### config.mk
export PLATFORM = sky130hd
export DESIGN_NAME = oag_top
export DESIGN_NICKNAME = d
export VERILOG_FILES = /design/src/hw/oag_pkg.sv /design/src/hw/oag_mem_if.sv /design/src/hw/oag_mem_port.sv /design/src/hw/oag_top.sv
export SDC_FILE = /design/constraint.sdc
export NUM_CORES = 1
export LEC_CHECK = 0
export ABC_CLOCK_PERIOD_IN_PS = 6000
export BUFFER_PORTS_ARGS = -buffer_cell sky130_fd_sc_hd__buf_2
export CORE_MARGIN = 2
export CORE_UTILIZATION = 51
export DETAILED_ROUTE_END_ITERATION = 10
export PLACE_DENSITY_LB_ADDON = 0.1
export SYNTH_ARGS = -nofsm -noshare
export SYNTH_HDL_FRONTEND = slang
export SYNTH_SLANG_ARGS = --single-unit
export TNS_END_PERCENT = 1
### constraint.sdc
create_clock -name ref_clk_i -period 6 [get_ports ref_clk_i]
set_clock_uncertainty 0.05 [all_clocks]
set_input_delay 1.2 -clock ref_clk_i [delete_from_list [all_inputs] [get_ports ref_clk_i]]
set_output_delay 1.2 -clock ref_clk_i [all_outputs]
set_load 0.005 [all_outputs]
### src/hw/oag_pkg.sv
package oag_pkg;

  // ****************************************
  // Sizes
  // ****************************************
  localparam int ADDR_W      = 16;
  localparam int DATA_W      = 8;
  localparam int MODE_W      = 5;
  localparam logic [15:0] ZERO_ADDR   = 16'h0000;
  localparam logic [15:0] PAGE0_LAST  = 16'h00ff;
  localparam logic [15:0] SHORT_IDX_MAX = 16'h01fe;
  localparam logic [15:0] ADDR_STEP   = 16'h0001;
  localparam logic [7:0]  ZERO_BYTE   = 8'h00;
  localparam logic [2:0]  LEN_ONE     = 3'h1;
  localparam logic [2:0]  LEN_TWO     = 3'h2;
  localparam logic [2:0]  LEN_STEP    = 3'h1;
  localparam logic [2:0]  LEN_ZERO    = 3'h0;

  // ****************************************
  // Addressing modes
  // ****************************************
  typedef enum logic [4:0] {
    OAG_M_INHERENT    = 5'h00,
    OAG_M_IMMEDIATE   = 5'h01,
    OAG_M_DIR_SHORT   = 5'h02,
    OAG_M_DIR_LONG    = 5'h03,
    OAG_M_IDX_NONE    = 5'h04,
    OAG_M_IDX_SHORT   = 5'h05,
    OAG_M_IDX_LONG    = 5'h06,
    OAG_M_IND_SHORT   = 5'h07,
    OAG_M_IND_LONG    = 5'h08,
    OAG_M_INDIDX_SHORT = 5'h09,
    OAG_M_INDIDX_LONG = 5'h0a,
    OAG_M_REL_DIR     = 5'h0b,
    OAG_M_REL_IND     = 5'h0c
  } oag_mode_e;

  // ****************************************
  // Sequencer states
  // ****************************************
  typedef enum logic [2:0] {
    OAG_S_IDLE  = 3'h0,
    OAG_S_OPND1 = 3'h1,
    OAG_S_OPND2 = 3'h2,
    OAG_S_PTR1  = 3'h3,
    OAG_S_PTR2  = 3'h4,
    OAG_S_DONE  = 3'h5
  } oag_state_e;

endpackage

### src/hw/oag_mem_if.sv
`timescale 1ns/1ps
// Byte read channel between the sequencer and its memory port stage
interface oag_mem_if;
  logic        req;
  logic [15:0] addr;
  logic        ack;
  logic [7:0]  data;
  modport master (output req, output addr, input ack, input data);
  modport port   (input req, input addr, output ack, output data);
endinterface

### src/hw/oag_mem_port.sv
`timescale 1ns/1ps
// Registers one byte read onto the core memory bus
module oag_mem_port
  import oag_pkg::*;
(
  input  wire logic        ref_clk_i,
  input  wire logic        rst_i,
  oag_mem_if.port          rd,
  output      logic        mem_rd_o,
  output      logic [15:0] mem_addr_o,
  input  wire logic [7:0]  mem_rdata_i
);

  typedef struct packed {
    logic        busy;
    logic        rd;
    logic [15:0] addr;
    logic        ack;
    logic [7:0]  data;
  } oag_port_s;

  oag_port_s port_reg;
  oag_port_s port_next;

  // Memory answers within the strobe cycle; data captured into a register at its end
  always_comb begin
    port_next     = port_reg;
    port_next.ack = 1'b0;
    port_next.rd  = 1'b0;
    if (port_reg.busy) begin
      port_next.busy = 1'b0;
      port_next.ack  = 1'b1;
      port_next.data = mem_rdata_i;
    end else if (rd.req && !port_reg.ack) begin
      port_next.busy = 1'b1;
      port_next.rd   = 1'b1;
      port_next.addr = rd.addr;
    end
  end

  always_ff @(posedge ref_clk_i) begin
    if (rst_i) begin
      port_reg <= '0;
    end else begin
      port_reg <= port_next;
    end
  end

  assign rd.ack     = port_reg.ack;
  assign rd.data    = port_reg.data;
  assign mem_rd_o   = port_reg.rd;
  assign mem_addr_o = port_reg.addr;

endmodule

### src/hw/oag_top.sv
`timescale 1ns/1ps
module oag_top
  import oag_pkg::*;
(
  input  wire logic        ref_clk_i,
  input  wire logic        rst_i,
  input  wire logic        start_i,
  input  wire logic [4:0]  mode_i,
  input  wire logic        use_y_i,
  input  wire logic        rmw_i,
  input  wire logic [15:0] pc_i,
  input  wire logic [7:0]  x_i,
  input  wire logic [7:0]  y_i,
  output      logic        mem_rd_o,
  output      logic [15:0] mem_addr_o,
  input  wire logic [7:0]  mem_rdata_i,
  output      logic        done_o,
  output      logic        err_o,
  output      logic [15:0] ea_o,
  output      logic [7:0]  imm_o,
  output      logic        imm_valid_o,
  output      logic [2:0]  len_o
);

  // ****************************************
  // State
  // ****************************************
  typedef struct packed {
    oag_state_e  st;
    oag_mode_e   mode;
    logic        use_y;
    logic [15:0] pc;
    logic [7:0]  idx;
    logic [15:0] fetch_addr;
    logic [15:0] word;
    logic [15:0] ptr;
    logic        req;
    logic        done;
    logic        err;
    logic [15:0] ea;
    logic [7:0]  imm;
    logic        imm_valid;
    logic [2:0]  len;
  } oag_state_s;

  oag_state_s s_reg;
  oag_state_s s_next;

  oag_mem_if rd ();

  oag_mem_port u_port (
    .ref_clk_i   (ref_clk_i),
    .rst_i       (rst_i),
    .rd          (rd),
    .mem_rd_o    (mem_rd_o),
    .mem_addr_o  (mem_addr_o),
    .mem_rdata_i (mem_rdata_i)
  );

  // ****************************************
  // Helpers
  // ****************************************
  // Unsigned zero-extended add; no page wrap, so 8-bit sums reach 1FE
  function automatic logic [15:0] idx_add(input logic [15:0] base, input logic [7:0] idx);
    idx_add = base + {ZERO_BYTE, idx};
  endfunction

  function automatic logic is_short(input oag_mode_e m);
    case (m)
      OAG_M_DIR_SHORT, OAG_M_IDX_NONE, OAG_M_IDX_SHORT, OAG_M_IND_SHORT,
      OAG_M_INDIDX_SHORT:                  is_short = 1'b1;
      default:                             is_short = 1'b0;
    endcase
  endfunction

  function automatic logic [2:0] op_bytes(input oag_mode_e m);
    case (m)
      OAG_M_INHERENT, OAG_M_IDX_NONE:      op_bytes = LEN_ZERO;
      OAG_M_DIR_LONG, OAG_M_IDX_LONG:      op_bytes = LEN_TWO;
      default:                             op_bytes = LEN_ONE;
    endcase
  endfunction

  // Branch target: opcode address plus length already points past the instruction
  function automatic logic [15:0] rel_target(input logic [15:0] opc,
                                              input logic [2:0]  ln,
                                              input logic [7:0]  disp);
    rel_target = opc + 16'(ln) + {{8{disp[7]}}, disp};
  endfunction

  // ****************************************
  // Sequencer
  // ****************************************
  // Next state; req stays high until the port acknowledges the byte
  always_comb begin
    s_next      = s_reg;
    s_next.done = 1'b0;
    s_next.err  = 1'b0;
    case (s_reg.st)
      OAG_S_IDLE: begin
        if (start_i) begin
          s_next.mode      = oag_mode_e'(mode_i);
          s_next.use_y     = use_y_i;
          s_next.pc        = pc_i;
          s_next.idx       = use_y_i ? y_i : x_i;
          s_next.fetch_addr = pc_i + ADDR_STEP;
          s_next.word      = ZERO_ADDR;
          s_next.imm_valid = 1'b0;
          // Length: opcode, operand bytes, Y prebyte
          s_next.len = LEN_ONE + op_bytes(oag_mode_e'(mode_i)) + (use_y_i ? LEN_STEP : LEN_ZERO);
          if (rmw_i && !is_short(oag_mode_e'(mode_i))) begin
            s_next.err = 1'b1;
            s_next.st  = OAG_S_IDLE;
          end else if (op_bytes(oag_mode_e'(mode_i)) == LEN_ZERO) begin
            s_next.ea = idx_add(ZERO_ADDR, use_y_i ? y_i : x_i);
            s_next.st = OAG_S_DONE;
          end else begin
            s_next.req = 1'b1;
            s_next.st  = OAG_S_OPND1;
          end
        end
      end
      OAG_S_OPND1: begin
        if (rd.ack) begin
          s_next.req  = 1'b0;
          s_next.word = {ZERO_BYTE, rd.data};
          case (s_reg.mode)
            OAG_M_IMMEDIATE: begin
              s_next.imm       = rd.data;
              s_next.imm_valid = 1'b1;
              s_next.st        = OAG_S_DONE;
            end
            OAG_M_DIR_SHORT: begin
              s_next.ea = {ZERO_BYTE, rd.data};
              s_next.st = OAG_S_DONE;
            end
            OAG_M_IDX_SHORT: begin
              s_next.ea = idx_add({ZERO_BYTE, rd.data}, s_reg.idx);
              s_next.st = OAG_S_DONE;
            end
            OAG_M_REL_DIR: begin
              s_next.ea = rel_target(s_reg.pc, s_reg.len, rd.data);
              s_next.st = OAG_S_DONE;
            end
            OAG_M_DIR_LONG, OAG_M_IDX_LONG: begin
              s_next.word       = {rd.data, ZERO_BYTE};
              s_next.fetch_addr = s_reg.fetch_addr + ADDR_STEP;
              s_next.req        = 1'b1;
              s_next.st         = OAG_S_OPND2;
            end
            default: begin
              s_next.fetch_addr = {ZERO_BYTE, rd.data};
              s_next.req        = 1'b1;
              s_next.st         = OAG_S_PTR1;
            end
          endcase
        end
      end
      OAG_S_OPND2: begin
        if (rd.ack) begin
          s_next.req = 1'b0;
          if (s_reg.mode == OAG_M_DIR_LONG) begin
            s_next.ea = {s_reg.word[15:8], rd.data};
          end else begin
            s_next.ea = idx_add({s_reg.word[15:8], rd.data}, s_reg.idx);
          end
          s_next.st = OAG_S_DONE;
        end
      end
      OAG_S_PTR1: begin
        if (rd.ack) begin
          s_next.req = 1'b0;
          case (s_reg.mode)
            OAG_M_IND_SHORT: begin
              s_next.ea = {ZERO_BYTE, rd.data};
              s_next.st = OAG_S_DONE;
            end
            OAG_M_INDIDX_SHORT: begin
              s_next.ea = idx_add({ZERO_BYTE, rd.data}, s_reg.idx);
              s_next.st = OAG_S_DONE;
            end
            OAG_M_REL_IND: begin
              s_next.ea = rel_target(s_reg.pc, s_reg.len, rd.data);
              s_next.st = OAG_S_DONE;
            end
            default: begin
              s_next.ptr        = {rd.data, ZERO_BYTE};
              s_next.fetch_addr = s_reg.fetch_addr + ADDR_STEP;
              s_next.req        = 1'b1;
              s_next.st         = OAG_S_PTR2;
            end
          endcase
        end
      end
      OAG_S_PTR2: begin
        if (rd.ack) begin
          s_next.req = 1'b0;
          if (s_reg.mode == OAG_M_INDIDX_LONG) begin
            s_next.ea = idx_add({s_reg.ptr[15:8], rd.data}, s_reg.idx);
          end else begin
            s_next.ea = {s_reg.ptr[15:8], rd.data};
          end
          s_next.st = OAG_S_DONE;
        end
      end
      OAG_S_DONE: begin
        s_next.done = 1'b1;
        s_next.st   = OAG_S_IDLE;
      end
      default: begin
        s_next.st  = OAG_S_IDLE;
        s_next.req = 1'b0;
      end
    endcase
  end

  // State register; synchronous reset clears every output at once
  always_ff @(posedge ref_clk_i) begin
    if (rst_i) begin
      s_reg <= '0;
    end else begin
      s_reg <= s_next;
    end
  end

  // Outputs come straight from the state register
  assign rd.req      = s_reg.req;
  assign rd.addr     = s_reg.fetch_addr;
  assign done_o      = s_reg.done;
  assign err_o       = s_reg.err;
  assign ea_o        = s_reg.ea;
  assign imm_o       = s_reg.imm;
  assign imm_valid_o = s_reg.imm_valid;
  assign len_o       = s_reg.len;

  // ****************************************
  // Checks
  // ****************************************
  // Short direct, indirect and no-offset results stay in page zero; short indexed ones reach 1FE
  page_zero_a: assert property (@(posedge ref_clk_i) disable iff (rst_i)
    done_o && (s_reg.mode inside {OAG_M_DIR_SHORT, OAG_M_IND_SHORT, OAG_M_IDX_NONE}) |-> ea_o <= PAGE0_LAST)
    else $error("short mode left page zero");
  short_idx_a: assert property (@(posedge ref_clk_i) disable iff (rst_i)
    done_o && (s_reg.mode inside {OAG_M_IDX_SHORT, OAG_M_INDIDX_SHORT}) |-> ea_o <= SHORT_IDX_MAX)
    else $error("short indexed beyond 1fe");
  rmw_refuse_a: assert property (@(posedge ref_clk_i) disable iff (rst_i)
    s_reg.st == OAG_S_IDLE && start_i && rmw_i && (mode_i == OAG_M_DIR_LONG) |=> err_o && s_reg.st == OAG_S_IDLE)
    else $error("long rmw not refused");
  inherent_len_a: assert property (@(posedge ref_clk_i) disable iff (rst_i)
    s_reg.st == OAG_S_IDLE && start_i && !rmw_i && mode_i == OAG_M_INHERENT && !use_y_i
    |=> len_o == LEN_ONE ##1 done_o && !mem_rd_o)
    else $error("inherent length or fetch wrong");
  imm_fetch_a: assert property (@(posedge ref_clk_i) disable iff (rst_i)
    s_reg.st == OAG_S_IDLE && start_i && !rmw_i && mode_i == OAG_M_IMMEDIATE
    |-> ##2 mem_rd_o && mem_addr_o == $past(pc_i, 2) + ADDR_STEP ##[1:3] imm_valid_o)
    else $error("immediate byte not fetched");
  y_prebyte_a: assert property (@(posedge ref_clk_i) disable iff (rst_i)
    s_reg.st == OAG_S_IDLE && start_i && !rmw_i && mode_i == OAG_M_IDX_NONE && use_y_i |=> len_o == LEN_TWO)
    else $error("y no offset length wrong");
  no_offset_a: assert property (@(posedge ref_clk_i) disable iff (rst_i)
    s_reg.st == OAG_S_IDLE && start_i && !rmw_i && mode_i == OAG_M_IDX_NONE && !use_y_i
    |=> ea_o == {ZERO_BYTE, $past(x_i)})
    else $error("no offset address not index");
  // Word pointer order; the second strobe follows the high byte by one cycle
  word_ptr_a: assert property (@(posedge ref_clk_i) disable iff (rst_i)
    s_reg.st == OAG_S_PTR1 && rd.ack && s_reg.mode == OAG_M_IND_LONG
    |=> s_reg.ptr[15:8] == $past(rd.data) ##1 mem_rd_o && mem_addr_o == $past(s_reg.fetch_addr, 2) + ADDR_STEP)
    else $error("word pointer order wrong");

endmodule

# [Yosys cells after proc, flatten, opt, wreduce, memory -nomap -nowiden]
# Index checks and enable logic that the tools add are counted.
[op_classes] n_bitwise=5 n_eq_ne=36 n_lt_le_gt_ge=0 reduce_logical=29 div_mod_pow=0 add_sub_neg=9 shift=0 mux=55 n_mul=0
[ops] cell="16-bit 2-to-1 mux" n=11
[ops] cell="16-bit case mux with 3 select lines" n=3
[ops] cell="16-bit case mux with 5 select lines" n=1
[ops] cell="65-bit 2-to-1 mux" n=1
[ops] cell="16-bit case mux with 2 select lines" n=2
[ops] cell="5-bit by 3-bit == test with 1-bit output (second input constant)" n=7
[ops] cell="16-bit by 1-bit adder with 16-bit output (second input constant)" n=2
[ops] cell="16-bit by 8-bit adder with 16-bit output" n=2
[ops] cell="32-bit 2-to-1 mux" n=1
[ops] cell="3-bit 2-to-1 mux" n=10
[ops] cell="5-bit by 4-bit == test with 1-bit output (second input constant)" n=5
[ops] cell="25-bit 2-to-1 mux" n=1
[ops] cell="5-bit by 2-bit == test with 1-bit output (second input constant)" n=4
[ops] cell="18-bit 2-to-1 mux" n=1
[ops] cell="9-bit 2-to-1 mux" n=2
[ops] cell="16-bit adder" n=1
[ops] cell="16-bit by 3-bit adder with 16-bit output" n=1
[ops] cell="1-bit 2-to-1 mux" n=15
[ops] cell="2-bit by 1-bit != test with 1-bit output (second input constant)" n=6
[ops] cell="2-bit != test (second input constant)" n=6
[ops] cell="3-bit case mux with 4 select lines" n=1
[ops] cell="10-bit AND reduction" n=1
[ops] cell="2-bit OR reduction" n=5
[ops] cell="8-bit by 8-bit adder with 9-bit output" n=1
[ops] cell="other kinds (29)" n=44
[totals] word_cells=154 mem_count=0 ff_bits=131 latch_bits=0 mem_bits_ro=0 ram_bits=0

# [Depth between registers and ports, before layout]
[logic_depth] depth_word=15 ltp_mapped=14

# [Modules after synthesis]
# A second synthesis with hierarchy kept.
[hier_totals] cells_unflattened=978 hier_area_um2=7857.5
[modules_own_cells] module="oag_top" n_inst=1 seq_area_each_um2=1901.8 area_each_um2=6784.0 cells_per_inst=878
[modules_own_cells] module="oag_mem_port" n_inst=1 seq_area_each_um2=520.5 area_each_um2=1073.5 cells_per_inst=100

# [Worst setup path after synthesis]
# No wires, ideal clock.
[synth_path] kind="in2reg" start="in mode_i[3]" end="reg s_reg (netlist bit ea_o[13])" path_slack_ps=2992 arrival_time_ps=2837 stages=7 setup_time_ps=122 path_buffers=1 cell_sequence="nor4b_2 a2111oi_2 a211oi_2 o211ai_4 and2_1 clkbuf_1 a221o_1"
[synth_between] elab_chain_cells=9 elab_cells_between_ends=24 classes_between="eq/ne: 9; mux: 7; reduce/logical: 8"
[synth_rtl] element="from (decl)" line_no="oag_top.sv:8" source="input wire logic [4:0] mode_i,"
[synth_rtl] element="5-bit by 2-bit == test with 1-bit output (tied with other cells)" line_no="oag_top.sv:77" source="case (m)"
[synth_rtl] element="2-bit OR reduction or 5-bit OR reduction (tied branches)" line_no="oag_top.sv:77, oag_top.sv:69"
[synth_rtl] element="2-bit case mux with 2 select lines or 1-bit 2-to-1 mux (tied branches)" line_no="oag_top.sv:77, oag_top.sv:69"
[synth_rtl] element="3-bit 2-to-1 mux or 1-bit 2-to-1 mux (tied branches)" line_no="oag_top.sv:111, oag_top.sv:101"
[synth_rtl] element="3-bit 2-to-1 mux or 1-bit 2-to-1 mux (tied branches)" line_no="oag_top.sv:101, oag_top.sv:99"
[synth_rtl] element="3-bit 2-to-1 mux or 1-bit zero test (tied branches)" line_no="oag_top.sv:99, oag_top.sv:111"
[synth_rtl] element="3-bit zero test or 1-bit logical AND (tied branches)" line_no="oag_top.sv:114, oag_top.sv:111"
[synth_rtl] element="2-bit != test (no source line)"
[synth_rtl] element="10-bit AND reduction (no source line) *"
[synth_rtl] element="to (signal assigned)" line_no="oag_top.sv:222" source="s_reg <= s_next;"
[synth_rtl] element="to (decl)" line_no="oag_top.sv:46" source="oag_state_s s_reg;"
# Mark *: on every way between the ends. The rest lies on a longest branch, timed or not. The select of a mux whose other input is x is not followed.
# A chain may end at the register's enable or synchronous reset.

# [Worst setup path after layout]
[layout_path] start="reg u_port.port_reg (netlist bit u_port.rd.data[1])" end="reg s_reg (netlist bit ea_o[5])"
[layout_between] elab_chain_cells=4 elab_cells_between_ends=13 classes_between="add/sub: 4; mux: 9"
[layout_rtl] element="from (decl)" line_no="oag_mem_port.sv:22" source="oag_port_s port_reg;"
[layout_rtl] element="from (signal assigned)" line_no="oag_mem_port.sv:45" source="port_reg <= port_next;"
[layout_rtl] element="16-bit adder (tied with other cells)" line_no="oag_top.sv:88" source="rel_target = opc + 16'(ln) + {{8{disp[7]}}, disp};"
[layout_rtl] element="16-bit case mux with 3 select lines (tied with other cells)" line_no="oag_top.sv:173" source="case (s_reg.mode)"
[layout_rtl] element="16-bit 2-to-1 mux (tied with other cells)" line_no="oag_top.sv:171" source="if (rd.ack) begin"
[layout_rtl] element="16-bit case mux with 5 select lines *" line_no="oag_top.sv:99" source="case (s_reg.st)"
# Marks and branches as above.

==> impl_metrics.ini <==
[sta]
finalSetupViolations = 0
rsz0062_at_grt = no
tightest_slew_ns = 1.07
period_share = 0.601
layout_min_cycle_time_ns = 3.61
slew_violations = 0
fin_ws_ns = 2.39
fin_setup_tns_ns = 0
hold_viol = 0
slew_headroom = 0.287
hold_ws_ns = 0.400
fmax_mhz = 277

[finish]
final_cell_mix = nand2_1 (146), dfxtp_1 (121), a21oi_1 (107)
post-route-util = 0.586
syn_to_final_growth_pct = 11.1
multi_input_area_um2 = 5070
n_antenna_cell = 0
largest_reg_flops = 48
layout_commonest_cell = nand2_1
finalNonFillerCells = 1308
num-nets-final = 1177
fill_cells = 1498
final_layout_size_suffix_gt1_frac = 0.138
seqCellArea_um2 = 2420

[floorplan]
die_h_um = 130
die_width_um = 130
rows = 45
pin_count = 97
die_area_um2 = 16800
start_util = 0.527
core_area_um2 = 15300

[drt]
via_per_inst = 6.01
wl_met1_mm = 11.0
met2_length_mm = 10.4
post-route-drc-count = 0
drt_iter0_markers = 737
firstDrtPassIters = 7
num_vias = 7867
totalWireLength_mm = 23.6
drtAntennaViolNets = 0
detail_route.wl_per_cell_um = 18.0
top_layer_used = met4
wl_met3_mm = 1.69

[synth]
synth_edf_count = 0
synth_cell_type_count = 79
synth_top_flop_cell = dfxtp_1
syn-num-nets = 1143
synth_cells = 1051
yosysSeqAreaShare = 0.300
synth_area_um2 = 8070
ys_seq_elements = 121
syn_avg_cell_area_um2 = 7.68
synthArstFlopShare = 0
yosysWarningCount = 0

[placed_design]
dp_cells = 1277
dp_slack_ns = 2.35
hpwlAfterDp_mm = 16.8
port_buffers = 96
globalplace.congestion = 0.948

[worst_setup_path]
cp.arrival_ns = 3.91
end_kind = register
criticalPathCategory = register to register
worstPathMaxFanout = 11
cp-start-kind = register
required_ns = 6.30

[global_routing]
grt_max_degree = 99
grt_pass1_wl_mm = 36.6
grt_pass1_vias = 6835
antenna_found_initial = 0
grtUsageTotal = 0.280
gr-total-overflow = 0

[power]
leakage_nw = 3.53
p_per_area_nw_per_um2 = 237
ir_worst_vdd_mv = 0.209

[cts]
cts_tree = built
hold_buffers = 0
clk_latency_ns = 0.43
path_clk_slew_ns = 0.05
clock_path_buffers = 2
clockRootBuffer = clkbuf_16
numCtsBuffers = 17
cts.sinks = 121
cts_resized = 0
htree_levels = 4
cts_setup_buffers = 0

[flow_run]
cap_viol_max_count = 0

[hold_path]
hold_path.class = register to register

[status]
status = finished, final reports clean
==> synth_stat cells, drive strengths merged (12+ instances only) <==
master / instances / share of area
o21ai: 67 / 0.042
dfxtp: 121 / 0.30
buf: 42 / 0.036
inv: 25 / 0.012
nor2: 95 / 0.045
a22oi: 16 / 0.015
clkbuf: 51 / 0.024
nand2: 147 / 0.069
mux2i: 27 / 0.033
xor2: 20 / 0.022
a211oi: 17 / 0.016
and2: 16 / 0.012
nand3: 34 / 0.021
and3: 12 / 0.0093
xnor2: 26 / 0.028
a21oi: 107 / 0.066
nor3: 19 / 0.015
ha: 37 / 0.057
==> where the power goes <==
part           internal, mW  switching, mW
logic                 0.107          0.192
registers             0.834         0.0362
clock network         0.583          0.371
total                  1.52          0.599
==> final cells by class <==
type	count	area share
Sequential cell	121	0.270
Inverter	26	0.0109
Clock buffer	22	0.0518
Tap cell	211	0.0294
Clock inverter	9	0.00837
Timing Repair Buffer	108	0.0639
Multi-Input combinational cell	811	0.566
==> critical path, cell delays in order, from the launching register on <==
cell       delay (ns)
dfxtp_1          0.70
inv_1            0.17
fa_1             0.45
inv_1            0.06
ha_1             0.17
inv_1            0.06
fa_1             0.39
nor2b_1          0.25
o21ai_0          0.18
a2111oi_0        0.55
a21oi_1          0.07
o21ai_0          0.18
o21ai_0          0.11
a21oi_1          0.13
==> per-stage QoR <==
step,total power [mW],area [um2]
after detailed placement,1.18,8430
after global routing,2.20,8970
after floorplan,1.09,8070
after global placement,1.18,8430
final,2.12,8970
after CTS,2.13,8970
==> worst paths after layout <==
check / from / cells past startpoint / to / slack, ns
worst max register to register: u_port.rd.data[1]$_SDFFE_PP0P_ / 13 / ea_o[5]$_SDFFE_PP0P_ / 2.39
worst min register to register: ea_o[3]$_SDFFE_PP0P_ / 2 / ea_o[3]$_SDFFE_PP0P_ / 0.40
worst min-delay path: ea_o[3]$_SDFFE_PP0P_ / 2 / ea_o[3]$_SDFFE_PP0P_ / 0.40
worst max-delay path: u_port.rd.data[1]$_SDFFE_PP0P_ / 13 / ea_o[5]$_SDFFE_PP0P_ / 2.39
==> metal layers <==
| layer | global-route usage | vias up |
|---|---|---|
| li1 | - | 3839 |
| met1 | 0.404 | 3666 |
| met2 | 0.414 | 324 |
| met3 | 0.0599 | 38 |
| met4 | 0.0968 | 0 |
| met5 | 0 | - |
==> cell families (layout without fill, tap and decap cells) <==
logic type,after synthesis,count (layout),share of synthesized area
compound gates,306,306,0.243
xor+xnor,46,46,0.0499
mux,27,27,0.0335
buf+inv,119,165,0.0716
flops,121,121,0.300
simple gates,390,390,0.232
fa+ha+maj,42,42,0.0698
Note: power is estimated with default switching activity, not from simulation.
